### src/hdl/ihop_pkg.sv
// shared constants and carriers for the intranet header octet packer
package ihop_pkg;
  localparam int unsigned IHOP_FIELD_W  = 8;
  localparam int unsigned IHOP_WIDTH_W  = 4;
  localparam int unsigned IHOP_OCTET_W  = 8;
  localparam int unsigned IHOP_ACC_W    = 16;
  localparam int unsigned IHOP_FILL_W   = 5;
  localparam int unsigned IHOP_NUM_W    = 16;
  localparam int unsigned IHOP_VER_W    = 4;
  localparam int unsigned IHOP_MTYPE_W  = 4;
  localparam int unsigned IHOP_HLEN_W   = 8;
  localparam int unsigned IHOP_TOS_W    = 8;
  localparam int unsigned IHOP_HDR_OCTS = 3;
  localparam logic [IHOP_FILL_W-1:0] IHOP_FILL_RST = 5'h00;
  localparam logic [IHOP_NUM_W-1:0]  IHOP_NUM_RST  = 16'h0000;

  typedef enum logic [1:0] {
    IHOP_ST_IDLE = 2'h0,
    IHOP_ST_HDR  = 2'h1,
    IHOP_ST_PASS = 2'h3
  } ihop_state_e;

  // one field of up to eight bits with its width
  typedef struct packed {
    logic [IHOP_FIELD_W-1:0] value;
    logic [IHOP_WIDTH_W-1:0] width;
  } ihop_field_s;

  // one output octet with its running number and frame marks
  typedef struct packed {
    logic [IHOP_OCTET_W-1:0] data;
    logic [IHOP_NUM_W-1:0]   num;
    logic                    first;
    logic                    last;
  } ihop_octet_s;
endpackage

### src/hdl/ihop_packer.sv
// intranet header packer: bit-packs fields into octets, then passes ip octets
module ihop_packer
  import ihop_pkg::*;
(
  input  wire logic                    clk,
  input  wire logic                    rst,
  input  wire logic                    start,
  input  wire logic [IHOP_VER_W-1:0]   version,
  input  wire logic [IHOP_MTYPE_W-1:0] msg_type,
  input  wire logic [IHOP_HLEN_W-1:0]  hdr_len,
  input  wire logic [IHOP_TOS_W-1:0]   tos,
  output logic                         busy,
  input  wire logic                    fld_valid,
  output logic                         fld_ready,
  input  wire ihop_field_s             fld,
  input  wire logic                    fld_last,
  input  wire logic                    ip_valid,
  output logic                         ip_ready,
  input  wire logic [IHOP_OCTET_W-1:0] ip_data,
  input  wire logic                    ip_last,
  output logic                         oct_valid,
  input  wire logic                    oct_ready,
  output ihop_octet_s                  oct,
  output logic                         oct_strobe
);
  typedef struct packed {
    ihop_state_e             state;
    logic [1:0]              hidx;
    logic [IHOP_ACC_W-1:0]   acc;
    logic [IHOP_FILL_W-1:0]  fill;
    logic [IHOP_NUM_W-1:0]   num;
    logic                    first;
    logic                    push;
    ihop_octet_s             word;
    logic                    strobe;
    logic                    busy;
    logic                    fld_rdy;
    logic                    ip_rdy;
    logic                    fld_on;
  } ihop_pk_s;

  ihop_pk_s    st_q;
  ihop_pk_s    st_d;
  logic        buf_ready;
  logic        buf_valid;
  ihop_octet_s buf_data;
  logic        valid_q;
  ihop_octet_s oct_q;

  ihop_skid_buffer u_buf (
    .clk       (clk),
    .rst       (rst),
    .in_valid  (st_q.push),
    .in_ready  (buf_ready),
    .in_data   (st_q.word),
    .out_valid (buf_valid),
    .out_ready (oct_ready && valid_q ? 1'b1 : !valid_q),
    .out_data  (buf_data)
  );

  // header field source: the four fixed header fields only; extra fields come in on fld
  ihop_field_s cur;
  logic        cur_ok;
  logic        cur_end;
  logic [IHOP_ACC_W-1:0] merged;
  logic [IHOP_ACC_W-1:0] mask;

  always_comb
  begin
    cur     = '0;
    cur_ok  = 1'b0;
    cur_end = 1'b0;
    case (st_q.hidx)
      2'h0:
      begin
        cur = '{value: 8'(version), width: 4'(IHOP_VER_W)};
        cur_ok = 1'b1;
      end
      2'h1:
      begin
        cur = '{value: 8'(msg_type), width: 4'(IHOP_MTYPE_W)};
        cur_ok = 1'b1;
      end
      2'h2:
      begin
        cur = '{value: hdr_len, width: 4'(IHOP_HLEN_W)};
        cur_ok = 1'b1;
      end
      2'h3:
      begin
        cur = '{value: tos, width: 4'(IHOP_TOS_W)};
        cur_ok = 1'b1;
        cur_end = 1'b0;
      end
      default:
      begin
        cur = '0;
      end
    endcase
  end

  always_comb
  begin
    mask = 16'((17'h00001 << fld.width) - 17'h00001);
    merged = 16'h0000;
    st_d = st_q;
    st_d.push = 1'b0;
    st_d.strobe = 1'b0;
    st_d.fld_rdy = 1'b0;
    st_d.ip_rdy = 1'b0;
    case (st_q.state)
      IHOP_ST_IDLE:
      begin
        // the last ip octet may still wait for a buffer slot
        if (st_q.push && !buf_ready)
          st_d.push = 1'b1;
        if (start)
        begin
          st_d.state = IHOP_ST_HDR;
          st_d.hidx = 2'h0;
          st_d.acc = 16'h0000;
          st_d.fill = IHOP_FILL_RST;
          st_d.num = IHOP_NUM_RST;
          st_d.first = 1'b1;
          st_d.busy = 1'b1;
        end
      end
      IHOP_ST_HDR:
      begin
        if (st_q.push && !buf_ready)
          st_d.push = 1'b1;
        else if (st_q.fill >= 5'(IHOP_OCTET_W))
        begin
          // emit the full low octet; leftover bits shift down
          st_d.word.data = st_q.acc[IHOP_OCTET_W-1:0];
          st_d.word.num = st_q.num;
          st_d.word.first = st_q.first;
          st_d.word.last = 1'b0;
          st_d.first = 1'b0;
          st_d.push = 1'b1;
          st_d.strobe = 1'b1;
          st_d.num = 16'(st_q.num + 16'h0001);
          st_d.acc = st_q.acc >> IHOP_OCTET_W;
          st_d.fill = 5'(st_q.fill - 5'(IHOP_OCTET_W));
        end
        else if (cur_ok && st_q.hidx != 2'h3 || st_q.fill == 5'h10)
        begin
          merged = 16'(16'(cur.value) << st_q.fill);
          st_d.acc = st_q.acc | merged;
          st_d.fill = 5'(st_q.fill + 5'(cur.width));
          st_d.hidx = 2'(st_q.hidx + 2'h1);
        end
        else if (st_q.hidx == 2'h3 && !cur_end)
        begin
          merged = 16'(16'(cur.value) << st_q.fill);
          st_d.acc = st_q.acc | merged;
          st_d.fill = 5'(st_q.fill + 5'(cur.width));
          st_d.hidx = 2'h0;
          st_d.state = IHOP_ST_PASS;
          // field ready follows once the tos octet has gone out
          st_d.fld_on = 1'b1;
        end
      end
      IHOP_ST_PASS:
      begin
        if (fld_valid && st_q.fld_rdy)
        begin
          // extra header fields with their own width; a pending push rides along
          merged = 16'((16'(fld.value) & mask) << st_q.fill);
          st_d.acc = st_q.acc | merged;
          st_d.fill = 5'(st_q.fill + 5'(fld.width));
          st_d.push = st_q.push && !buf_ready;
          st_d.fld_on = !fld_last;
          // ready again at once only if no full octet must go out first
          st_d.fld_rdy = !fld_last
                         && (5'(st_q.fill + 5'(fld.width)) < 5'(IHOP_OCTET_W));
        end
        else if (st_q.push && !buf_ready)
        begin
          st_d.push = 1'b1;
          st_d.fld_rdy = st_q.fld_rdy;
        end
        else if (st_q.fill >= 5'(IHOP_OCTET_W))
        begin
          st_d.word.data = st_q.acc[IHOP_OCTET_W-1:0];
          st_d.word.num = st_q.num;
          st_d.word.first = st_q.first;
          st_d.word.last = 1'b0;
          st_d.first = 1'b0;
          st_d.push = 1'b1;
          st_d.strobe = 1'b1;
          st_d.num = 16'(st_q.num + 16'h0001);
          st_d.fld_rdy = st_q.fld_on;
          st_d.acc = st_q.acc >> IHOP_OCTET_W;
          st_d.fill = 5'(st_q.fill - 5'(IHOP_OCTET_W));
        end
        else if (st_q.fld_on)
          st_d.fld_rdy = 1'b1;
        else if (st_q.fill != 5'h00)
        begin
          // pad a partial tail octet with zero bits
          st_d.fill = 5'(IHOP_OCTET_W);
        end
        else if (ip_valid && st_q.ip_rdy)
        begin
          st_d.word.data = ip_data;
          st_d.word.num = st_q.num;
          st_d.word.first = st_q.first;
          st_d.word.last = ip_last;
          st_d.first = 1'b0;
          st_d.push = 1'b1;
          st_d.num = 16'(st_q.num + 16'h0001);
          if (ip_last)
          begin
            st_d.state = IHOP_ST_IDLE;
            st_d.busy = 1'b0;
          end
        end
        else
          // no push pending here, so the octet offered next cycle is taken
          st_d.ip_rdy = 1'b1;
      end
      default:
      begin
        st_d = '0;
      end
    endcase
  end

  always_ff @(posedge clk or posedge rst)
  begin
    if (rst)
    begin
      st_q    <= '0;
      valid_q <= 1'b0;
      oct_q   <= '0;
    end
    else
    begin
      st_q <= st_d;
      if (!valid_q || oct_ready)
      begin
        valid_q <= buf_valid;
        oct_q   <= buf_data;
      end
    end
  end

  assign busy       = st_q.busy;
  assign fld_ready  = st_q.fld_rdy;
  assign ip_ready   = st_q.ip_rdy;
  assign oct_valid  = valid_q;
  assign oct        = oct_q;
  assign oct_strobe = st_q.strobe;
endmodule

### src/hdl/ihop_skid_buffer.sv
// two-entry buffer for output octets
module ihop_skid_buffer
  import ihop_pkg::*;
(
  input  wire logic        clk,
  input  wire logic        rst,
  input  wire logic        in_valid,
  output logic             in_ready,
  input  wire ihop_octet_s in_data,
  output logic             out_valid,
  input  wire logic        out_ready,
  output ihop_octet_s      out_data
);
  typedef struct packed {
    ihop_octet_s [1:0] mem;
    logic              rd;
    logic              wr;
    logic [1:0]        cnt;
  } ihop_buf_s;

  ihop_buf_s st_q;
  ihop_buf_s st_d;

  always_comb
  begin
    st_d = st_q;
    if (in_valid && st_q.cnt != 2'h2)
    begin
      st_d.mem[st_q.wr] = in_data;
      st_d.wr = ~st_q.wr;
    end
    if (out_ready && st_q.cnt != 2'h0)
      st_d.rd = ~st_q.rd;
    st_d.cnt = 2'(st_q.cnt + 2'((in_valid && st_q.cnt != 2'h2) ? 1 : 0)
                 - 2'((out_ready && st_q.cnt != 2'h0) ? 1 : 0));
  end

  always_ff @(posedge clk or posedge rst)
  begin
    if (rst)
      st_q <= '0;
    else
      st_q <= st_d;
  end

  assign in_ready  = st_q.cnt != 2'h2;
  assign out_valid = st_q.cnt != 2'h0;
  assign out_data  = st_q.mem[st_q.rd];
endmodule

### config.mk
export PLATFORM = sky130hd
export DESIGN_NAME = ihop_packer
export DESIGN_NICKNAME = d
export VERILOG_FILES = /design/src/hdl/ihop_pkg.sv /design/src/hdl/ihop_packer.sv /design/src/hdl/ihop_skid_buffer.sv
export SDC_FILE = /design/constraint.sdc
export NUM_CORES = 1
export LEC_CHECK = 0
export ABC_AREA = 1
export BUFFER_PORTS_ARGS = -buffer_cell sky130_fd_sc_hd__buf_2
export CAP_MARGIN = 10
export CORE_ASPECT_RATIO = 0.8
export CORE_UTILIZATION = 25
export CTS_CLUSTER_SIZE = 30
export DETAILED_ROUTE_END_ITERATION = 8
export GPL_TIMING_DRIVEN = 1
export MAX_ROUTING_LAYER = met4
export PLACE_DENSITY_LB_ADDON = 0.25
export SETUP_SLACK_MARGIN = 0.2
export SYNTH_ARGS = -nofsm -noshare
export SYNTH_HDL_FRONTEND = slang
export SYNTH_SLANG_ARGS = --single-unit
### constraint.sdc
create_clock -name clk -period 5.81 [get_ports clk]
set_input_delay 1.162 -clock clk [delete_from_list [all_inputs] [get_ports clk]]
set_output_delay 1.162 -clock clk [all_outputs]
set_load 0.05 [all_outputs]
Yosys cells after proc, flatten, opt, wreduce, memory -nomap -nowiden
Cells that the tools add are included.
{"block": "classes", "multipliers": 0, "addsub": 8, "reduce_logical": 27, "div": 0, "muxes": 70, "eq_ne": 31, "shift": 3, "n_bitwise": 8, "magnitude_cmp": 5}
{"operator": "one-hot mux 39 bit (3 select lines)", "n": 1}
{"operator": "2-to-1 mux 49 bit", "n": 2}
{"operator": "2-to-1 mux 44 bit", "n": 2}
{"operator": "2-to-1 mux 42 bit", "n": 2}
{"operator": "one-hot mux 27 bit (3 select lines)", "n": 1}
{"operator": "2-to-1 mux 26 bit", "n": 3}
{"operator": "2-to-1 mux 28 bit", "n": 2}
{"operator": "bitwise mux 52 bit", "n": 1}
{"operator": "one-hot mux 12 bit (4 select lines)", "n": 1}
{"operator": "2-to-1 mux 45 bit", "n": 1}
{"operator": "2-to-1 mux 21 bit", "n": 2}
{"operator": "2-to-1 mux 38 bit", "n": 1}
{"operator": "!= test 2 bit, second input constant", "n": 16}
{"operator": "OR 16 bit", "n": 2}
{"operator": "2-to-1 mux 1 bit", "n": 30}
{"operator": "2-to-1 mux 27 bit", "n": 1}
{"operator": "demux 26 bit (select 1 bit)", "n": 1}
{"operator": "2-to-1 mux 25 bit", "n": 1}
{"operator": "2-to-1 mux 23 bit", "n": 1}
{"operator": "2-to-1 mux 2 bit", "n": 9}
{"operator": "!= test 3 bit, second input constant", "n": 6}
{"operator": "2-to-1 mux 17 bit", "n": 1}
{"operator": "adder 16 x 1 -> 16 bit, second input constant", "n": 1}
{"operator": "bitwise AND 8 x 16 -> 16 bit", "n": 1}
{"operator": "35 further kinds", "n": 63}
{"block": "word_totals", "inputBits": 52, "wordCells": 184, "rom_bits": 0, "mem_bits_rw": 0, "memories": 0, "regBits": 157, "latch_bits": 0, "out_inout_bits": 31}

Logic depth before layout (Yosys ltp)
{"block": "logic_depth", "depth_word": 9, "ltp_mapped": 17, "ltp_nobuf": 17}

Hierarchy
From an unflattened synthesis, not the netlist that was laid out.
{"block": "unflattened", "hier_cells": 1177, "hier_area_um2": 8979.9}
{"module": "ihop_packer", "area_each_um2": 6248.5, "cells_each": 833, "instances": 1, "seq_area_each_um2": 2527.4}
{"module": "ihop_skid_buffer", "area_each_um2": 2731.4, "cells_each": 344, "instances": 1, "seq_area_each_um2": 1401.3}

Least setup slack after synthesis
No wires, ideal clock.
{"block": "synth_timing", "kind": "input to register", "from": "input port fld[2] (netlist bit)", "to": "register st_q[65] (netlist bit)", "n_path_buf": 0, "t_arrival_ps": 2743, "setup_time_ps": 117, "path_slack_ps": 2950, "required_ps": 5693, "path_stages": 16, "cell_sequence": "nor2_1 > nand2_1 > ha_1 > inv_1 > nand2_1 > inv_1 > o21ai_0 > nand2_1 > nand2_1 > nor2_1 > o21ai_0 > nand3_1 > nand2_1 > nand2_1 > nand2_1 > nand2_1"}
{"block": "synth_between", "elab_chain_len": 7}
{"item": "from (decl)", "line_no": "ihop_packer.sv:15", "source": "input wire ihop_field_s fld,"}
{"item": "<< shifter 1 x 4 -> 16 bit", "line_no": "ihop_packer.sv:104", "source": "mask = 16'((17'h00001 << fld.width) - 17'h00001);"}
{"item": "subtractor 16 x 1 -> 16 bit", "line_no": "ihop_packer.sv:104"}
{"item": "bitwise AND 8 x 16 -> 16 bit", "line_no": "ihop_packer.sv:169", "source": "merged = 16'((16'(fld.value) & mask) << st_q.fill);"}
{"item": "<< shifter 16 x 5 -> 16 bit", "line_no": "ihop_packer.sv:169"}
{"item": "OR 16 bit", "line_no": "ihop_packer.sv:170", "source": "st_d.acc = st_q.acc | merged;"}
{"item": "2-to-1 mux 21 bit", "line_no": "ihop_packer.sv:166", "source": "if (fld_valid && st_q.fld_rdy)"}
{"item": "one-hot mux 39 bit (3 select lines)", "line_no": "ihop_packer.sv:111", "source": "case (st_q.state)"}
{"item": "to (signal assigned)", "line_no": "ihop_packer.sv:240", "source": "st_q <= st_d;"}
{"item": "to (decl)", "line_no": "ihop_packer.sv:42", "source": "ihop_pk_s st_q;"}
No other way between the ends.
A chain may end at the register's enable or synchronous reset.

Worst setup path in the final report
{"block": "layout_timing", "from": "input port fld[2] (netlist bit)", "to": "register st_q[57] (netlist bit)"}
The elaborated chain is that of the path after synthesis.

==> metrics <==
Area contributors post-synth dfrtp_1 46%, nand2_1 13%, o21ai_0 5.6%; antenna-violating nets left 0; drt drc 0; critical-path cell list buf_2 -> nor2_1 -> nand2_1 -> ha_1 -> inv_1 -> nand2_1 -> inv_1 -> o21ai_0 -> nand2_1 -> nand2_1 -> nor2_1 -> o21ai_0 -> nor2_1 -> o21ai_0 -> o21ai_0; Seq/Total Area, Yosys 0.461; share of cells above drive strength 1 0.153; Sink Count 157; Tightest Hold Check Type register to register; gr ovfl total 0; post_cts resized 0; CTS Buf Count 17; CP bufs+invs 3; Core Util, Final 0.296; Slew @ Worst Pin 0.997 ns; Commonest cells post-synth 304 x nand2_1, 157 x dfrtp_1, 98 x inv_1; first-pass GRT wire length 39500 um; Post-DP Area 9350 sq um; met2 Resource Use GR 0.213; fill cell count 3656; clk_skew 0.0125 ns; hold buffers post-CTS 0; number of synthesized register bits 157; CP max stage cell nor2_1; critical path arrival 3.24 ns; Mapped Avg Cell Area 7.75 sq um; post-synth cell types 49; ys flop type dfrtp_1; routed vias 7521; n_diodes 0; grt met1 use 0.210; period utilisation layout 0.510; global route hottest layer met2; min Tclk post-route 2.96 ns; Total GRT Usage 0.146; crit end category register; number of flops mapped to enable cells by yosys 0; Max-cap violations 0; Comb pwr share 0.484; routability congestion estimate 0.880; CP peak stage delay 0.36 ns; register share of total power 0.295; Synth Net Count 1168; Setup TNS 0 ns; routing usage on met3 0.0276; Peak supply drop 0.236 mV; CTS tree yes; Place WS 2.44 ns; delay-heaviest family, CP simple AND/OR/NAND/NOR gates; Via density 4.66; worst skew pair latency 0.43 ns; largest net degree at the start of global routing 57; die width 208 um; Final Max Slew Viols 0; Lkg Pwr 4.71 nW; Post-CTS Repair Setup Buffers 0; DR iter-0 viols 434; cell area after synthesis 8530 sq um; detail-routed net length per standard cell 14.8 um; # IOs 83; DIE AREA 34900 sq um; post-route cell area 9940 sq um; fin worst setup slack 2.85 ns; cell internal pwr 2.59 mW; Starting Density 0.253; IO buf count 82; # rows 60; Crit Path Max Fanout 7; area delta synth->final 16.6%; kind of critical path primary input to register; Worst slew margin 0.331; RSZ-0062 raised after global routing no; kind of start point of the critical path primary input; H-tree depth 4; switching power total 2.56 mW; drt first pass iters 5; core box area 33600 sq um; top-count cell post-synth nand2_1; CP Data Required Time 6.09 ns; Clk pwr share 0.221; Nets 1234; Post-Synthesis Cells 1100; Ys Warns 0; Die H 167 um; PwrDens 518 nW/um^2; root buf cell clkbuf_16; asr flop ratio synth 1.00; sw frac 0.497; # setup viols final 0; Synth area leader dfrtp_1; status finished, final reports clean; clock buffer depth 2; Final HPWL DP 17000 um; Reg clk slew, reported paths 0.07 ns; Routed WL 23800 um; Max Freq 338 MHz; area share of the largest cell type after synthesis 0.461; initial antenna violation count 0; final count of hold timing violations 0; vias in the first global route 7314
==> kinds of logic after synthesis <==
kind of cell,Yosys count,share of synthesized area
AOI/OAI and AO/OA,234,0.159
xor gates and xnor gates,12,0.0123
adders and majority gates,16,0.0252
buffers and inverters,158,0.0756
DFF,157,0.461
and+or+nand+nor,523,0.267
==> stage by stage <==
stage / total power, mW / cells / hold WS [ns]
after floorplan: 3.40 / 1100 / 0.449
final: 5.15 / 1613 / 0.485
after detailed placement: 4.04 / 1581 / 0.467
after global placement: 4.02 / 1581 / 0.467
after global routing: 5.53 / 1613 / 0.493
after CTS: 5.19 / 1613 / 0.488
==> final timing paths <==
| kind | from | to | slack (ns) | cells past startpoint |
|---|---|---|---|---|
| worst max-delay path | fld[2] | st_q[57]$_DFFE_PP0P_ | 2.85 | 15 |
| worst min-delay path | st_q[60]$_DFFE_PP0P_ | st_q[60]$_DFFE_PP0P_ | 0.49 | 2 |
| worst max register to register | st_q[51]$_DFFE_PP0P_ | st_q[56]$_DFFE_PP0P_ | 2.99 | 10 |
| worst min register to register | st_q[60]$_DFFE_PP0P_ | st_q[60]$_DFFE_PP0P_ | 0.49 | 2 |
| max in group asynchronous | rst | u_buf.st_q[17]$_DFFE_PP0P_ | 3.88 | 3 |
| min in group asynchronous | rst | st_q[70]$_DFFE_PP0P_ | 0.80 | 2 |
==> power by group through the flow <==
stage | Combinational (mW) | Sequential, mW | Clock (mW)
global route | 2.77 | 1.56 | 1.20
CTS | 2.50 | 1.52 | 1.16
floorplan | 1.63 | 1.76 | 0
detailed placement | 2.50 | 1.54 | 0
global placement | 2.48 | 1.54 | 0
finish | 2.49 | 1.52 | 1.14
==> placed cells by master (no fill, tap or decap), types with 14 or more instances in the layout <==
cell and instances:
nor2_1 76, clkbuf_16 17, buf_2 82, o21ai_0 95, nand3_1 94, o22ai_1 14, dfrtp_1 157, inv_1 97
a21oi_1 77, nand2_1 304, ha_1 14
==> final cells by class <==
class	instances	area (sq um)	share of cell area
Sequential cell	157	3930	0.395
Tap cell	434	543	0.0546
Clock buffer	17	425	0.0428
Clock inverter	15	174	0.0175
Timing Repair Buffer	89	463	0.0466
Multi-Input combinational cell	785	3960	0.398
Inverter	116	455	0.0458
==> registers in the layout, summed over array words and instances, names as in the netlist <==
signal / cells
oct: 26
ip_ready: 1
u_buf.st_q: 56
oct_valid: 1
fld_ready: 1
st_q: 70
busy: 1
oct_strobe: 1
==> tightest hold or removal path, cell delays in order (launching register included) <==
cell,delay (ns)
dfrtp_1,0.35
nand2_1,0.05
nand2_1,0.05
==> layer usage <==
layer,routed length [um],vias to the layer above
li1,-,3759
met1,12500,3607
met2,10100,142
met3,1010,13
met4,178,0
met5,0,-
No activity file was read; power rests on OpenSTA's default activity.
